===== src/cecx_defs.svh =====
// Constants of the control bus transmitter: offsets, fields, resets, timing
// Assumes a 200 MHz core clock; included by the bit timer, bus-free detector and top files
// Operation
// - Buffer holds one data byte plus its end-of-message bit
// - Transmit enable stays set over a message, cleared by done, error, soft reset or a software write
// - Start bit goes out once line reads high for configured bit cycles
// - First data bit loads shifter, sets started flag and raises interrupt
// - Each byte sends eight data bits, end-of-message, acknowledge, then checks
// - Acknowledged byte with end-of-message ends message, sets done, clears enable
// - Broadcast: acknowledge zero is error; otherwise acknowledge one is error
// - Any error raises interrupt, stops line at once, clears enable
// - Line low after own low time ends means arbitration lost
// - Empty buffer when next byte must start flags underrun
// - Underrun interrupt comes before acknowledge error interrupt
// - Soft reset aborts transmission and line drive at once
// - Soft reset clears every register except unit enable
// - Bus-free wait programmable from one to sixteen bit cycles
// - Bus-free counting starts one bit cycle after last falling edge
// - Reception is inhibited while transmitting
`ifndef CECX_DEFS_SVH
`define CECX_DEFS_SVH

`define CECX_CLK_MHZ      200
`define CECX_CNT_W        20

// Register offsets
`define CECX_OFS_UNIT_EN  8'h00
`define CECX_OFS_SRST     8'h04
`define CECX_OFS_TXEN     8'h08
`define CECX_OFS_TXCR     8'h0C
`define CECX_OFS_TXBUF    8'h10
`define CECX_OFS_TXSTAT   8'h14

// Field positions
`define CECX_CR_BRD       4
`define CECX_BUF_EOM      8
`define CECX_ST_STARTED   0
`define CECX_ST_DONE      1
`define CECX_ST_ARB       2
`define CECX_ST_ACK       3
`define CECX_ST_UR        4

// Reset values
`define CECX_FREE_RST     4'h0
`define CECX_BUF_RST      8'h00
`define CECX_FLAGS_RST    5'h00

// Timing, microseconds and cycles
`define CECX_START_LOW_US 3700
`define CECX_START_PER_US 4500
`define CECX_ZERO_LOW_US  1500
`define CECX_ONE_LOW_US   600
`define CECX_BIT_PER_US   2400
`define CECX_SAMPLE_US    1050
`define CECX_ARB_DLY_CYC  2
`define CECX_EOM_IDX      4'h8
`define CECX_LAST_IDX     4'h9

`endif


===== src/cecx_pkg.sv =====
// Types of the control bus transmitter
// Assumes nothing beyond the tool's package support
package cecx_pkg;
  typedef enum logic [1:0] {KIND_START, KIND_ZERO, KIND_ONE, KIND_ACK} cecx_kind_e;
  typedef enum logic [1:0] {ST_IDLE, ST_START, ST_BITS, ST_IRQ2} cecx_state_e;
  typedef logic [4:0] cecx_flags_t;
endpackage


===== src/cecx_tmr_if.sv =====
// Link between the sequencer and the bit timer
// Assumes both ends share core_clk
`timescale 1ns/1ps
interface cecx_tmr_if;
  import cecx_pkg::*;
  logic       start;
  logic       abort;
  cecx_kind_e kind;
  logic       drive_low;
  logic       arb_chk;
  logic       ack_smp;
  logic       done;
  modport ctl (output start, output abort, output kind,
               input drive_low, input arb_chk, input ack_smp, input done);
  modport tmr (input start, input abort, input kind,
               output drive_low, output arb_chk, output ack_smp, output done);
endinterface


===== src/cecx_bit_tmr.sv =====
// Bit timer: low phase, arbitration check, acknowledge sample, bit end
// Assumes a one-cycle start pulse per bit from the sequencer
`timescale 1ns/1ps
`include "cecx_defs.svh"
module cecx_bit_tmr import cecx_pkg::*; #(
  parameter int START_LOW = 740000,
  parameter int START_PER = 900000,
  parameter int ZERO_LOW  = 300000,
  parameter int ONE_LOW   = 120000,
  parameter int BIT_PER   = 480000,
  parameter int SAMPLE    = 210000
) (
  input  wire logic core_clk,
  input  wire logic nrst,
  cecx_tmr_if.tmr   tm
);
  logic [`CECX_CNT_W-1:0] cnt_reg;
  logic                   run_reg;
  cecx_kind_e             kind_reg;

  function automatic logic [`CECX_CNT_W-1:0] low_len(cecx_kind_e k);
    case (k)
      KIND_START: low_len = `CECX_CNT_W'(START_LOW);
      KIND_ZERO:  low_len = `CECX_CNT_W'(ZERO_LOW);
      default:    low_len = `CECX_CNT_W'(ONE_LOW);
    endcase
  endfunction

  function automatic logic [`CECX_CNT_W-1:0] last_cnt(cecx_kind_e k);
    if (k == KIND_START) begin
      last_cnt = `CECX_CNT_W'(START_PER - 1);
    end else begin
      last_cnt = `CECX_CNT_W'(BIT_PER - 1);
    end
  endfunction

  ////////////////////////////////////////////////////////////////////////////
  always_ff @(posedge core_clk) begin
    if (!nrst || tm.abort) begin
      run_reg  <= 1'b0;
      cnt_reg  <= '0;
      kind_reg <= KIND_START;
    end else if (tm.start) begin
      run_reg  <= 1'b1;
      cnt_reg  <= '0;
      kind_reg <= tm.kind;
    end else if (run_reg) begin
      if (cnt_reg == last_cnt(kind_reg)) begin
        run_reg <= 1'b0;
      end
      cnt_reg <= cnt_reg + 1'b1;
    end
  end

  ////////////////////////////////////////////////////////////////////////////
  assign tm.drive_low = run_reg && (cnt_reg < low_len(kind_reg));
  assign tm.arb_chk   = run_reg && (kind_reg != KIND_ACK) &&
                        (cnt_reg == low_len(kind_reg) + `CECX_CNT_W'(`CECX_ARB_DLY_CYC));
  assign tm.ack_smp   = run_reg && (kind_reg == KIND_ACK) &&
                        (cnt_reg == `CECX_CNT_W'(SAMPLE));
  assign tm.done      = run_reg && (cnt_reg == last_cnt(kind_reg));
endmodule


===== src/cecx_free_wait.sv =====
// Bus-free detector: counts whole high bit cycles after the last bit
// Assumes cec_in is synchronous to core_clk
`timescale 1ns/1ps
`include "cecx_defs.svh"
module cecx_free_wait #(
  parameter int BIT_PER = 480000
) (
  input  wire logic       core_clk,
  input  wire logic       nrst,
  input  wire logic       cec_in,
  input  wire logic [4:0] need,
  output logic            bus_free
);
  logic [`CECX_CNT_W-1:0] cyc_reg;
  logic [4:0]             bits_reg;
  logic                   armed_reg;
  logic                   prev_reg;

  ////////////////////////////////////////////////////////////////////////////
  always_ff @(posedge core_clk) begin
    if (!nrst) begin
      prev_reg <= 1'b1;
    end else begin
      prev_reg <= cec_in;
    end
  end

  ////////////////////////////////////////////////////////////////////////////
  always_ff @(posedge core_clk) begin
    if (!nrst || (prev_reg && !cec_in)) begin
      cyc_reg   <= '0;
      bits_reg  <= 5'h00;
      armed_reg <= 1'b0;
    end else if (cyc_reg == `CECX_CNT_W'(BIT_PER - 1)) begin
      cyc_reg <= '0;
      if (!armed_reg) begin
        armed_reg <= 1'b1;
      end else if (!cec_in) begin
        bits_reg <= 5'h00;
      end else if (bits_reg != 5'h1F) begin
        bits_reg <= bits_reg + 5'h01;
      end
    end else begin
      cyc_reg <= cyc_reg + 1'b1;
    end
  end

  assign bus_free = armed_reg && cec_in && (bits_reg >= need);
endmodule


===== src/cecx_tx.sv =====
// Control bus transmitter top: register port, sequencer, line driver
// Assumes synchronous cec_in and an external pull-up on the line
//
// Local design decisions: the address map and strobed register access.
`timescale 1ns/1ps
`include "cecx_defs.svh"
module cecx_tx import cecx_pkg::*; #(
  parameter int START_LOW_CYC = `CECX_START_LOW_US * `CECX_CLK_MHZ,
  parameter int START_PER_CYC = `CECX_START_PER_US * `CECX_CLK_MHZ,
  parameter int ZERO_LOW_CYC  = `CECX_ZERO_LOW_US * `CECX_CLK_MHZ,
  parameter int ONE_LOW_CYC   = `CECX_ONE_LOW_US * `CECX_CLK_MHZ,
  parameter int BIT_PER_CYC   = `CECX_BIT_PER_US * `CECX_CLK_MHZ,
  parameter int SAMPLE_CYC    = `CECX_SAMPLE_US * `CECX_CLK_MHZ
) (
  input  wire logic        core_clk,
  input  wire logic        nrst,
  input  wire logic [7:0]  reg_addr,
  input  wire logic [31:0] reg_wdata,
  input  wire logic        reg_wr,
  input  wire logic        reg_rd,
  output logic [31:0]      reg_rdata,
  input  wire logic        cec_in,
  output logic             cec_out,
  output logic             cec_oe,
  output logic             tx_irq,
  output logic             rx_inhibit
);
  cecx_tmr_if tm ();

  cecx_state_e state_reg;
  logic        unit_en_reg;
  logic        srst_reg;
  logic        txen_reg;
  logic [3:0]  free_reg;
  logic        brd_reg;
  logic [7:0]  buf_data_reg;
  logic        buf_eom_reg;
  logic        buf_full_reg;
  cecx_flags_t flags_reg;
  logic [7:0]  sh_reg;
  logic        eom_reg;
  logic [3:0]  idx_reg;
  logic        ack_resp_reg;
  logic        start_reg;
  cecx_kind_e  kind_reg;
  logic        abort_reg;
  logic        oe_reg;
  logic        out_reg;
  logic        irq_reg;
  logic        busy_reg;
  logic [31:0] rdata_reg;

  logic        rst_all;
  logic        sub_nrst;
  logic        bus_free;
  logic [4:0]  need;
  logic        wr_unit;
  logic        wr_srst;
  logic        wr_txen;
  logic        wr_txcr;
  logic        wr_buf;
  logic        wr_stat;
  logic        go;
  logic        byte_end;
  logic        ack_bad;
  logic        step;
  logic        ev_load;
  logic        ev_arb;
  logic        ev_ur;
  logic        ev_ack;
  logic        ev_end;
  logic        err;
  cecx_flags_t flag_set;

  function automatic logic hit(logic [7:0] a, logic [7:0] ofs);
    hit = (a == ofs);
  endfunction

  function automatic cecx_kind_e bit_kind(logic [3:0] n, logic [7:0] d, logic e);
    if (n == `CECX_LAST_IDX) begin
      bit_kind = KIND_ACK;
    end else if (n == `CECX_EOM_IDX) begin
      bit_kind = e ? KIND_ONE : KIND_ZERO;
    end else begin
      bit_kind = d[3'(4'h7 - n)] ? KIND_ONE : KIND_ZERO;
    end
  endfunction

  ////////////////////////////////////////////////////////////////////////////
  // Sub-blocks
  assign rst_all  = !nrst || srst_reg;
  assign sub_nrst = nrst && !srst_reg;
  assign need     = {1'b0, free_reg} + 5'h01;

  cecx_bit_tmr #(
    .START_LOW (START_LOW_CYC),
    .START_PER (START_PER_CYC),
    .ZERO_LOW  (ZERO_LOW_CYC),
    .ONE_LOW   (ONE_LOW_CYC),
    .BIT_PER   (BIT_PER_CYC),
    .SAMPLE    (SAMPLE_CYC)
  ) u_tmr (
    .core_clk (core_clk),
    .nrst     (sub_nrst),
    .tm       (tm.tmr)
  );

  cecx_free_wait #(
    .BIT_PER (BIT_PER_CYC)
  ) u_free (
    .core_clk (core_clk),
    .nrst     (sub_nrst),
    .cec_in   (cec_in),
    .need     (need),
    .bus_free (bus_free)
  );

  assign tm.start = start_reg;
  assign tm.kind  = kind_reg;
  assign tm.abort = abort_reg;

  ////////////////////////////////////////////////////////////////////////////
  // Write decode and events
  assign wr_unit = reg_wr && hit(reg_addr, `CECX_OFS_UNIT_EN);
  assign wr_srst = reg_wr && hit(reg_addr, `CECX_OFS_SRST);
  assign wr_txen = reg_wr && hit(reg_addr, `CECX_OFS_TXEN);
  assign wr_txcr = reg_wr && hit(reg_addr, `CECX_OFS_TXCR);
  assign wr_buf  = reg_wr && hit(reg_addr, `CECX_OFS_TXBUF);
  assign wr_stat = reg_wr && hit(reg_addr, `CECX_OFS_TXSTAT);

  assign go       = (state_reg == ST_IDLE) && unit_en_reg && txen_reg && bus_free;
  assign byte_end = (state_reg == ST_BITS) && tm.done && (idx_reg == `CECX_LAST_IDX);
  assign ack_bad  = brd_reg ? !ack_resp_reg : ack_resp_reg;
  assign step     = (state_reg == ST_BITS) && tm.done && (idx_reg != `CECX_LAST_IDX);

  always_comb begin
    ev_arb  = ((state_reg == ST_START) || (state_reg == ST_BITS)) &&
              tm.arb_chk && !cec_in;
    ev_ur   = byte_end && !eom_reg && !buf_full_reg;
    ev_ack  = byte_end && ack_bad && !ev_ur;
    ev_end  = byte_end && !ack_bad && eom_reg;
    ev_load = ((state_reg == ST_START) && tm.done) ||
              (byte_end && !ack_bad && !eom_reg && buf_full_reg);
    err     = ev_arb || ev_ur || ev_ack;
    flag_set = `CECX_FLAGS_RST;
    flag_set[`CECX_ST_STARTED] = ev_load;
    flag_set[`CECX_ST_DONE]    = ev_end;
    flag_set[`CECX_ST_ARB]     = ev_arb;
    flag_set[`CECX_ST_ACK]     = ev_ack || (state_reg == ST_IRQ2);
    flag_set[`CECX_ST_UR]      = ev_ur;
  end

  ////////////////////////////////////////////////////////////////////////////
  // Software registers
  always_ff @(posedge core_clk) begin
    if (!nrst) begin
      unit_en_reg <= 1'b0;
    end else if (wr_unit) begin
      unit_en_reg <= reg_wdata[0];
    end
  end

  always_ff @(posedge core_clk) begin
    if (!nrst) begin
      srst_reg <= 1'b0;
    end else begin
      srst_reg <= wr_srst && reg_wdata[0];
    end
  end

  always_ff @(posedge core_clk) begin
    if (rst_all) begin
      txen_reg <= 1'b0;
    end else if (ev_end || err) begin
      txen_reg <= 1'b0;
    end else if (wr_txen) begin
      txen_reg <= reg_wdata[0];
    end
  end

  always_ff @(posedge core_clk) begin
    if (rst_all) begin
      free_reg <= `CECX_FREE_RST;
      brd_reg  <= 1'b0;
    end else if (wr_txcr) begin
      free_reg <= reg_wdata[3:0];
      brd_reg  <= reg_wdata[`CECX_CR_BRD];
    end
  end

  always_ff @(posedge core_clk) begin
    if (rst_all) begin
      buf_data_reg <= `CECX_BUF_RST;
      buf_eom_reg  <= 1'b0;
      buf_full_reg <= 1'b0;
    end else begin
      if (wr_buf) begin
        buf_data_reg <= reg_wdata[7:0];
        buf_eom_reg  <= reg_wdata[`CECX_BUF_EOM];
      end
      buf_full_reg <= wr_buf || (buf_full_reg && !ev_load);
    end
  end

  always_ff @(posedge core_clk) begin
    if (rst_all) begin
      flags_reg <= `CECX_FLAGS_RST;
    end else if (wr_stat) begin
      flags_reg <= (flags_reg & ~reg_wdata[4:0]) | flag_set;
    end else begin
      flags_reg <= flags_reg | flag_set;
    end
  end

  ////////////////////////////////////////////////////////////////////////////
  // Sequencer
  always_ff @(posedge core_clk) begin
    if (rst_all) begin
      state_reg <= ST_IDLE;
    end else begin
      case (state_reg)
        ST_IDLE: begin
          if (go) begin
            state_reg <= ST_START;
          end
        end
        ST_START: begin
          if (err) begin
            state_reg <= ST_IDLE;
          end else if (ev_load) begin
            state_reg <= ST_BITS;
          end
        end
        ST_BITS: begin
          if (ev_ur && ack_bad) begin
            state_reg <= ST_IRQ2;
          end else if (err || ev_end) begin
            state_reg <= ST_IDLE;
          end
        end
        default: begin
          state_reg <= ST_IDLE;
        end
      endcase
    end
  end

  always_ff @(posedge core_clk) begin
    if (rst_all) begin
      sh_reg       <= 8'h00;
      eom_reg      <= 1'b0;
      idx_reg      <= 4'h0;
      ack_resp_reg <= 1'b0;
    end else begin
      if (ev_load) begin
        sh_reg  <= buf_data_reg;
        eom_reg <= buf_eom_reg;
        idx_reg <= 4'h0;
      end else if (step) begin
        idx_reg <= idx_reg + 4'h1;
      end
      if (tm.ack_smp) begin
        ack_resp_reg <= cec_in;
      end
    end
  end

  always_ff @(posedge core_clk) begin
    if (rst_all) begin
      start_reg <= 1'b0;
      kind_reg  <= KIND_START;
      abort_reg <= 1'b0;
    end else begin
      start_reg <= go || ev_load || (step && !err);
      abort_reg <= err;
      if (go) begin
        kind_reg <= KIND_START;
      end else if (ev_load) begin
        kind_reg <= bit_kind(4'h0, buf_data_reg, buf_eom_reg);
      end else if (step) begin
        kind_reg <= bit_kind(idx_reg + 4'h1, sh_reg, eom_reg);
      end
    end
  end

  ////////////////////////////////////////////////////////////////////////////
  // Line, interrupt and busy outputs
  always_ff @(posedge core_clk) begin
    if (rst_all) begin
      oe_reg  <= 1'b0;
      out_reg <= 1'b0;
    end else begin
      oe_reg  <= tm.drive_low && !err && !abort_reg;
      out_reg <= 1'b0;
    end
  end

  always_ff @(posedge core_clk) begin
    if (rst_all) begin
      irq_reg  <= 1'b0;
      busy_reg <= 1'b0;
    end else begin
      irq_reg  <= |flag_set;
      busy_reg <= go || (state_reg != ST_IDLE);
    end
  end

  ////////////////////////////////////////////////////////////////////////////
  // Read port
  always_ff @(posedge core_clk) begin
    if (rst_all || !reg_rd) begin
      rdata_reg <= 32'h0000_0000;
    end else if (hit(reg_addr, `CECX_OFS_UNIT_EN)) begin
      rdata_reg <= {31'h0000_0000, unit_en_reg};
    end else if (hit(reg_addr, `CECX_OFS_TXEN)) begin
      rdata_reg <= {31'h0000_0000, txen_reg};
    end else if (hit(reg_addr, `CECX_OFS_TXCR)) begin
      rdata_reg <= {27'h000_0000, brd_reg, free_reg};
    end else if (hit(reg_addr, `CECX_OFS_TXBUF)) begin
      rdata_reg <= {23'h00_0000, buf_eom_reg, buf_data_reg};
    end else if (hit(reg_addr, `CECX_OFS_TXSTAT)) begin
      rdata_reg <= {26'h000_0000, busy_reg, flags_reg};
    end else begin
      rdata_reg <= 32'h0000_0000;
    end
  end

  assign reg_rdata  = rdata_reg;
  assign cec_out    = out_reg;
  assign cec_oe     = oe_reg;
  assign tx_irq     = irq_reg;
  assign rx_inhibit = busy_reg;
endmodule


===== config.mk =====
export PLATFORM = sky130hd
export DESIGN_NAME = cecx_tx
export DESIGN_NICKNAME = d
export VERILOG_FILES = /design/src/cecx_pkg.sv /design/src/cecx_tmr_if.sv /design/src/cecx_bit_tmr.sv /design/src/cecx_free_wait.sv /design/src/cecx_tx.sv
export VERILOG_INCLUDE_DIRS = /design/src
export SDC_FILE = /design/constraint.sdc
export NUM_CORES = 1
export LEC_CHECK = 0
export BUFFER_PORTS_ARGS = -buffer_cell sky130_fd_sc_hd__buf_2
export CAP_MARGIN = 40
export CORE_MARGIN = 2
export CORE_UTILIZATION = 52
export DETAILED_ROUTE_END_ITERATION = 12
export GPL_TIMING_DRIVEN = 0
export HOLD_SLACK_MARGIN = 0.05
export PLACE_DENSITY = 0.8
export SYNTH_ARGS = -nofsm -noshare
export SYNTH_HDL_FRONTEND = slang
export SYNTH_SLANG_ARGS = --single-unit

===== constraint.sdc =====
create_clock -name core_clk -period 2.8 [get_ports core_clk]
set_clock_uncertainty 0.05 [all_clocks]
set_input_delay 0.42 -clock core_clk [delete_from_list [all_inputs] [get_ports core_clk]]
set_output_delay 0.42 -clock core_clk [all_outputs]
set_load 0.01 [all_outputs]

==> results.cfg, run 1 <==
[sta]
tns_ns = 0
min_period_ns = 2.72
fmax_mhz = 368
whs_ns = 0.249
tightest_slew_ns = 0.786
hold_violations = 0
rsz0062_at_grt = true
slew_viol_final = 0
final.period_utilization_pct = 97.0
setup_viol = 0
slew_headroom_pct = 47.1

[route]
wire_per_inst_um = 14.2
drt_iter0_markers = 355
drc_errors = 0
detail-route-antenna-nets = 0
drtPass1Iterations = 5
routed_via_density = 5.53
vias = 4763
drt_wl_total_mm = 12.3

[critical_path]
cp-end-kind = register
critPathSlowestCell = or4_1
arrival_ns = 2.94
cp_cell_sequence = or2_4, ha_1, inv_1, nor4_4, nand4_4, o311a_4, or4_1, o31ai_2
cp_slowest_stage_delay_ns = 0.49
cpLargestDelayFamily = simple AND/OR/NAND/NOR gates
critPathBufInv = 1
path_class = register to register
crit_path_max_fanout = 6
required_ns = 3.02
start_kind = register

[clock_tree]
cts_hold_buf = 0
cts_tree = built
clk_path_buf_depth = 2
cts-root-buf = clkbuf_8
clk_pin_slew_worst_paths_ns = 0.10
clock-sinks = 105
insertion_delay_ns = 0.37
htreeDepth = 3
cts_buffers = 9

[logic_synthesis]
netlist.area_leader.share_pct = 38.0
avgSynthCellArea_sq_um = 8.51
netlist_area_sq_mm = 0.00553
synth_top_cell_by_area = dfxtp_1
yosysWarnings = 0
ys.flop_type = dfxtp_1
syn_inst = 650
synth_area_leaders = dfxtp_1 (38%), ha_1 (7.7%), nand2_1 (4.8%)
async_flop_share_pct = 0
yosys_register_bits = 105
synth_edf_count = 0
synth.most_common_cell = dfxtp_1
synth_common_cells = dfxtp_1 (105), nand2_1 (71), nor2_1 (70)
yosysSeqAreaShare_pct = 38.0
ys_types = 64

[placement]
portBuffers = 32
dp_cells = 841
gp_congestion = 0.904
dp_hpwl_mm = 9.21

[worst_hold_path]
hp-class = primary input to register

[layout]
fin_nets = 799
instances_no_fill = 861
nFillCells = 853
postLayoutCoreUtil_pct = 60.2
syn2layout_area_growth_pct = 12.3
antenna_cells = 0
drive_gt1_share_pct = 14.3

[grt]
grtUsageTotal_pct = 21.8
grt_pass1_wl_mm = 20.4
grt_max_degree = 18
gr-total-overflow = 0
antenna_found_initial = 0
grt_pass1_vias = 4512

[job]
maxCapViolCount = 0

[die]
rows = 37
die_height_um = 107
pin_count = 81
core_area_sq_mm = 0.0103
die_w_um = 107
dieArea_sq_mm = 0.0115
start_util_pct = 53.6

[pwr]
leakagePower_nw = 2.40
power_density_mw_per_mm2 = 412
vdd_ir_drop_max_mv = 0.376
power_mw = 2.56

[outcome]
status = finished, final reports clean
-- worst register-to-register path, stage by stage (launching register included) --
cell     delay, ns
dfxtp_2       0.34
or2_4         0.29
ha_1          0.30
inv_1         0.08
nor4_4        0.38
nand4_4       0.14
o311a_4       0.34
or4_1         0.49
o31ai_2       0.21
-- final cells by class --
type                       count  area (sq um)  share of cell area, %
multi-input combinational    495          3180                   51.1
sequential                   105          2100                   33.9
buffer                        44           264                   4.25
timing repair buffer          37           198                   3.18
tap                          136           170                   2.74
clock buffer                  11           131                   2.11
inverter                      28           105                   1.69
clock inverter                 5          65.1                   1.05
-- path summary, 6_finish.rpt --
check	start	to	slack, ns	depth (start not counted)
hold reg to reg	sh_reg[1]	sh_reg[1]	0.42	2
setup reg to reg	u_tmr.kind_reg[0]	state_reg[1]	0.08	8
hold / removal	reg_wdata[7]	buf_data_reg[7]	0.25	3
setup / recovery	u_tmr.kind_reg[0]	state_reg[1]	0.08	8
-- per-layer routing --
layer / vias up / GRT usage [%] / routed length [um]
met5: - / 0 / 0
met4: 0 / 6.86 / 178
met3: 16 / 3.47 / 680
met2: 148 / 37.3 / 5960
met1: 2246 / 28.1 / 5440
li1: 2353 / - / -
-- cells in the final DEF (no fill, tap or decap), types with 3 or more instances in the layout --
cell type / instances
nand2b_1: 7
nor4b_1: 3
mux2i_1: 14
nor2_1: 69
nand3_1: 34
a211oi_1: 3
nand2_1: 71
dfxtp_1: 103
clkbuf_1: 16
buf_4: 29
buf_2: 36
and2_1: 8
inv_1: 27
nor3_1: 20
and3_1: 12
o21ai_0: 15
nor4_1: 3
and4_1: 3
nor2b_1: 6
ha_1: 33
or3_1: 6
xnor2_1: 22
clkbuf_8: 9
mux2_2: 3
conb_1: 24
a31oi_1: 3
a22oi_1: 7
nor4bb_1: 3
xor2_1: 19
nor3b_1: 6
nand4_1: 15
a21oi_1: 43
-- through the flow --
stage	setup WS, ns	instance area [sq um]
3_5_place_dp	-0.177	5950
6_report	0.0842	6210
4_1_cts	0.0285	6180
2_1_floorplan	0.179	5620
5_1_grt	-0.0136	6210
3_3_place_gp	-0.133	5950
-- cell families after synthesis --
logic type               synth area share [%]
AND/OR/NAND/NOR                          27.0
adder cells (fa/ha/maj)                  7.69
AO/OA/AOI/OAI                            10.1
other                                  0.0678
buffers and inverters                    6.69
XOR/XNOR                                 6.49
multiplexers                             3.96
flip-flops                               38.0
-- power by group --
part	internal [mW]	switching, mW
Combinational	0.0450	0.0705
Clock	0.423	0.521
Sequential	1.50	0.00274
Total	1.96	0.595
-- repair_timing --
| item | 4_1_cts | 5_1_grt |
|---|---|---|
| buffers inserted | 2 | 3 |
| endpoints found under the setup margin | 12 | 13 |
| pin swaps | 2 | 3 |
| endpoints found under the hold margin | 0 | 0 |
| cloned | 0 | 0 |
| gates resized for setup | 6 | 6 |
(Power assumes the default switching activity.)
==> run 2: changes to the inputs <==
--- a/config.mk
+++ b/config.mk
@@ -6,7 +6,7 @@
 export SDC_FILE = /design/constraint.sdc
 export NUM_CORES = 1
 export LEC_CHECK = 0
-export BUFFER_PORTS_ARGS = -buffer_cell sky130_fd_sc_hd__buf_2
+export BUFFER_PORTS_ARGS = -buffer_cell sky130_fd_sc_hd__buf_4
 export CAP_MARGIN = 40
 export CORE_MARGIN = 2
 export CORE_UTILIZATION = 52
==> run 2 against run 1 <==
Effect of this change:
- register-to-register slack worse by 0.03 ns
- non-clock buffer count up 2
- hold slack lost 0.0076 ns
- global-route usage up 0.17 points
- worst setup slack got worse by 0.033 ns
- fmax fell by 1.2%
- design area up 2.4%
- die area stayed put
- core utilization grew 1.4 points
- critical endpoint unchanged
- largest cell class unchanged
- highest routed layer unchanged
==> results.cfg, run 2 (same netlist as run 1, synthesis figures left out) <==
[outcome]
status = finished, final reports clean

[critical_path]
cpLargestDelayFamily = simple AND/OR/NAND/NOR gates
cp_cell_sequence = or2_4, inv_4, ha_2, nor4_4, nand4_4, o311a_4, or4_4, o31ai_2
critPathSlowestCell = or4_4
critPathBufInv = 1
start_kind = register
cp-end-kind = register
arrival_ns = 2.99
crit_path_max_fanout = 6
required_ns = 3.04
cp_slowest_stage_delay_ns = 0.49
path_class = register to register

[placement]
portBuffers = 32
dp_hpwl_mm = 9.08
postPlaceCellArea_sq_mm = 0.00603
dp_cells = 841
gp_congestion = 0.904
dp_slack_ns = -0.210

[grt]
grt_pass1_vias = 4487
grt_pass1_wl_mm = 20.3
use_met2_pct = 36.4
grtUsageMet1_pct = 28.3
antenna_found_initial = 0
grt_max_degree = 17
grtUsageMet3_pct = 2.74
grtUsageTotal_pct = 22.0
gr-total-overflow = 0
busiest_layer = met2

[worst_hold_path]
hp-class = primary input to register

[pwr]
power_density_mw_per_mm2 = 431
vdd_ir_drop_max_mv = 0.340
leakagePower_nw = 2.45
power_mw = 2.74

[clock_tree]
insertion_delay_ns = 0.38
cts_tree = built
clk_pin_slew_worst_paths_ns = 0.10
cts_hold_buf = 0
clk_path_buf_depth = 2
htreeDepth = 3
clock-sinks = 105
cts_buffers = 9
cts-root-buf = clkbuf_8

[die]
pin_count = 81
core_area_sq_mm = 0.0103
die_w_um = 107
rows = 37
dieArea_sq_mm = 0.0115
die_height_um = 107
start_util_pct = 53.6

[route]
drc_errors = 0
vias = 4740
drt_iter0_markers = 237
drtPass1Iterations = 5
wire_per_inst_um = 14.1
drt_wl_total_mm = 12.2
routed_via_density = 5.50
detail-route-antenna-nets = 0

[sta]
min_period_ns = 2.75
slew_viol_final = 0
fin_ws_ns = 0.0510
tightest_slew_ns = 0.799
rsz0062_at_grt = true
slew_headroom_pct = 46.3
final.period_utilization_pct = 98.2
fmax_mhz = 364
setup_viol = 0
tns_ns = 0
whs_ns = 0.241
hold_violations = 0

[layout]
layout_commonest_cell = dfxtp_1
fin_nets = 801
drive_gt1_share_pct = 15.0
postLayoutCoreUtil_pct = 61.6
final_cell_mix = dfxtp_1 (103), nand2_1 (71), nor2_1 (68), buf_4 (63), a21oi_1 (43)
syn2layout_area_growth_pct = 15.0
nFillCells = 858
instances_no_fill = 862
antenna_cells = 0
design_area_sq_mm = 0.00636

[job]
maxCapViolCount = 0
==> run 2: path summary, 6_finish.rpt <==
path / start / to / depth (start not counted) / slack, ns
max: u_tmr.kind_reg[0] / state_reg[1] / 8 / 0.05
min: reg_wdata[5] / buf_data_reg[5] / 3 / 0.24
max reg2reg: u_tmr.kind_reg[0] / state_reg[1] / 8 / 0.05
min reg2reg: sh_reg[3] / sh_reg[3] / 2 / 0.41
==> run 2: final cells by class <==
| class | instances | area, sq um | share of cell area [%] |
|---|---|---|---|
| inverter | 28 | 108 | 1.69 |
| clock buffer | 11 | 141 | 2.22 |
| timing repair buffer | 39 | 293 | 4.60 |
| clock inverter | 4 | 98.8 | 1.55 |
| tap | 136 | 170 | 2.67 |
| sequential | 105 | 2100 | 33.1 |
| buffer | 44 | 267 | 4.19 |
| multi-input combinational | 495 | 3180 | 50.0 |
==> run 2: routing by layer <==
metal  part of all wire [%]  up-vias
li1                       -     2356
met1                     45     2232
met2                     48      132
met3                    5.1       20
met4                    2.3        0
met5                      0        -
==> run 2: timing repair <==
| item | in CTS | in global routing |
|---|---|---|
| endpoints found under the setup margin | 12 | 14 |
| cloned | 0 | 0 |
| pin swaps | 3 | 4 |
| gates resized for setup | 4 | 13 |
| endpoints found under the hold margin | 0 | 0 |
| setup buffers | 2 | 5 |
==> run 2: worst reg2reg max path, delay by kind of cell, from the launching register on <==
family	cells	cell delay, ns
and+or+nand+nor	4	1.33
AOI/OAI and AO/OA	2	0.56
DFF	1	0.35
adders and majority gates	1	0.30
buffers and inverters	1	0.08
==> run 2: power breakdown <==
| group | total, mW | internal (mW) | switching [mW] |
|---|---|---|---|
| sequential | 1.50 | 1.50 | 0.00291 |
| clock | 1.12 | 0.617 | 0.504 |
| combinational | 0.124 | 0.0530 | 0.0706 |
| total | 2.74 | 2.17 | 0.577 |
==> run 3: changes to the inputs <==
==> constraint.sdc (replaced) <==
create_clock -name core_clk -period 2.8 [get_ports core_clk]
set_clock_uncertainty 0.05 [all_clocks]
set_input_delay 0 -clock core_clk [delete_from_list [all_inputs] [get_ports core_clk]]
set_output_delay 0 -clock core_clk [all_outputs]
set_load 0.01 [all_outputs]
==> run 3 against run 2 <==
Effect of this change:
- hold slack worse by 0.18 ns
- flip-flop and latch count stayed put
- design area is 2.6% higher
- clock power hardly changed
- critical endpoint unchanged
==> results.cfg, run 3 (same netlist as run 1, synthesis figures left out) <==
[outcome]
status = finished, final reports clean

[pwr]
p_clk_share_pct = 40.6
vdd_ir_drop_max_mv = 0.340
seqPwrFrac_pct = 54.2
leakagePower_nw = 2.53
combPwrFrac_pct = 5.1
p_int_mw = 2.18
switchingPower_mw = 0.583
p_sw_share_pct = 21.1
power_density_mw_per_mm2 = 423

[die]
dieArea_sq_mm = 0.0115
rows = 37
die_w_um = 107
core_area_sq_mm = 0.0103
start_util_pct = 53.6
die_height_um = 107
pin_count = 81

[route]
routed_via_density = 5.48
drtPass1Iterations = 5
detail-route-antenna-nets = 0
wire_per_inst_um = 14.3
drc_errors = 0
drt_wl_total_mm = 12.6
drt_iter0_markers = 303
vias = 4813

[critical_path]
start_kind = register
critPathBufInv = 1
cpLargestDelayFamily = simple AND/OR/NAND/NOR gates
cp_cell_sequence = or2_4, inv_4, ha_2, nor4_4, nand4_4, o311a_4, or4_4, o31ai_2
path_class = register to register
critPathSlowestCell = or4_4
reg2reg_depth = 8
crit_path_max_fanout = 6
cp.depth = 8
cp-end-kind = register
required_ns = 3.04
cp_slowest_stage_delay_ns = 0.49
arrival_ns = 2.99

[placement]
dp_slack_ns = -0.210
dp_cells = 841
portBuffers = 32
gp_congestion = 0.904
dp_hpwl_mm = 9.08

[grt]
grtUsageTotal_pct = 22.8
grt_max_degree = 17
gr-total-overflow = 0
grt_pass1_vias = 4599
grt_pass1_wl_mm = 21.0
antenna_found_initial = 0

[clock_tree]
clk_path_buf_depth = 2
htreeDepth = 3
cts-root-buf = clkbuf_8
clk_pin_slew_worst_paths_ns = 0.10
clock-sinks = 105
cts_buffers = 9
insertion_delay_ns = 0.38
cts_tree = built

[sta]
slew_headroom_pct = 48.7
fin_ws_ns = 0.0519
slew_viol_final = 0
rsz0062_at_grt = true
whs_ns = 0.0640
final.period_utilization_pct = 98.1
min_period_ns = 2.75
setup_viol = 0
fmax_mhz = 364
tightest_slew_ns = 0.763
hold_violations = 0

[layout]
multiInputGateArea_sq_mm = 0.00318
nFillCells = 824
layout_commonest_cell = dfxtp_1
drive_gt1_share_pct = 14.5
antenna_cells = 0
final_cell_mix = dfxtp_1 (103), nand2_1 (71), nor2_1 (69), buf_4 (63), a21oi_1 (43)
syn2layout_area_growth_pct = 18.0
seqCellArea_sq_mm = 0.00210
postLayoutCoreUtil_pct = 63.3
fin_nets = 818
instances_no_fill = 879

[worst_hold_path]
hp-class = primary input to register
hold_path_depth = 4

[job]
maxCapViolCount = 0
run 3: through the flow:
step | area, sq um | setup TNS [ns] | total power, mW
global placement | 6030 | -0.515 | 1.65
global route | 6530 | -0.0185 | 2.85
finish | 6530 | 0 | 2.76
CTS | 6460 | 0 | 2.78
detailed placement | 6030 | -1.27 | 1.65
floorplan | 5620 | 0 | 1.61
run 3: path summary, 6_finish.rpt:
path	startpoint	slack [ns]	end
worst min-delay path	reg_addr[4]	0.06	reg_rdata[0]
worst max register to register	u_tmr.kind_reg[0]	0.05	state_reg[1]
worst max-delay path	u_tmr.kind_reg[0]	0.05	state_reg[1]
worst min register to register	sh_reg[3]	0.41	sh_reg[3]
run 3: what timing repair did:
action	4_1_cts	5_1_grt
pin swaps	3	4
resized for setup	4	12
endpoints found under the setup margin	12	14
setup buffers	2	5
gates cloned	0	0
hold buffers	17	0
hold endpoints to repair	24	0
run 3: worst register-to-register path: cells and delay by family (launching register included):
kind	cells	cell delay, ns
DFF	1	0.35
AOI/OAI and AO/OA	2	0.56
buffers and inverters	1	0.08
adders and majority gates	1	0.30
and+or+nand+nor	4	1.33
run 3: layout make-up:
cell class,instances,share of cell area [%]
Inverter,28,1.65
Multi-Input combinational cell,495,48.7
Clock inverter,4,1.51
Tap cell,136,2.61
Timing Repair Buffer,56,7.09
Sequential cell,105,32.2
Clock buffer,11,2.17
Buffer,44,4.08
run 3: per-layer routing:
| metal | share of wire, % | track usage, % |
|---|---|---|
| met5 | 0 | 0 |
| met4 | 2.5 | 11.1 |
| met3 | 4.5 | 2.92 |
| met2 | 49 | 38.2 |
| met1 | 45 | 28.8 |
run 3: power groups by stage:
stage	registers [mW]	logic [mW]	clock network, mW
2_1_floorplan	1.53	0.0785	0
3_3_place_gp	1.53	0.120	0
3_5_place_dp	1.53	0.122	0
4_1_cts	1.50	0.138	1.14
5_1_grt	1.50	0.154	1.20
6_report	1.50	0.142	1.12
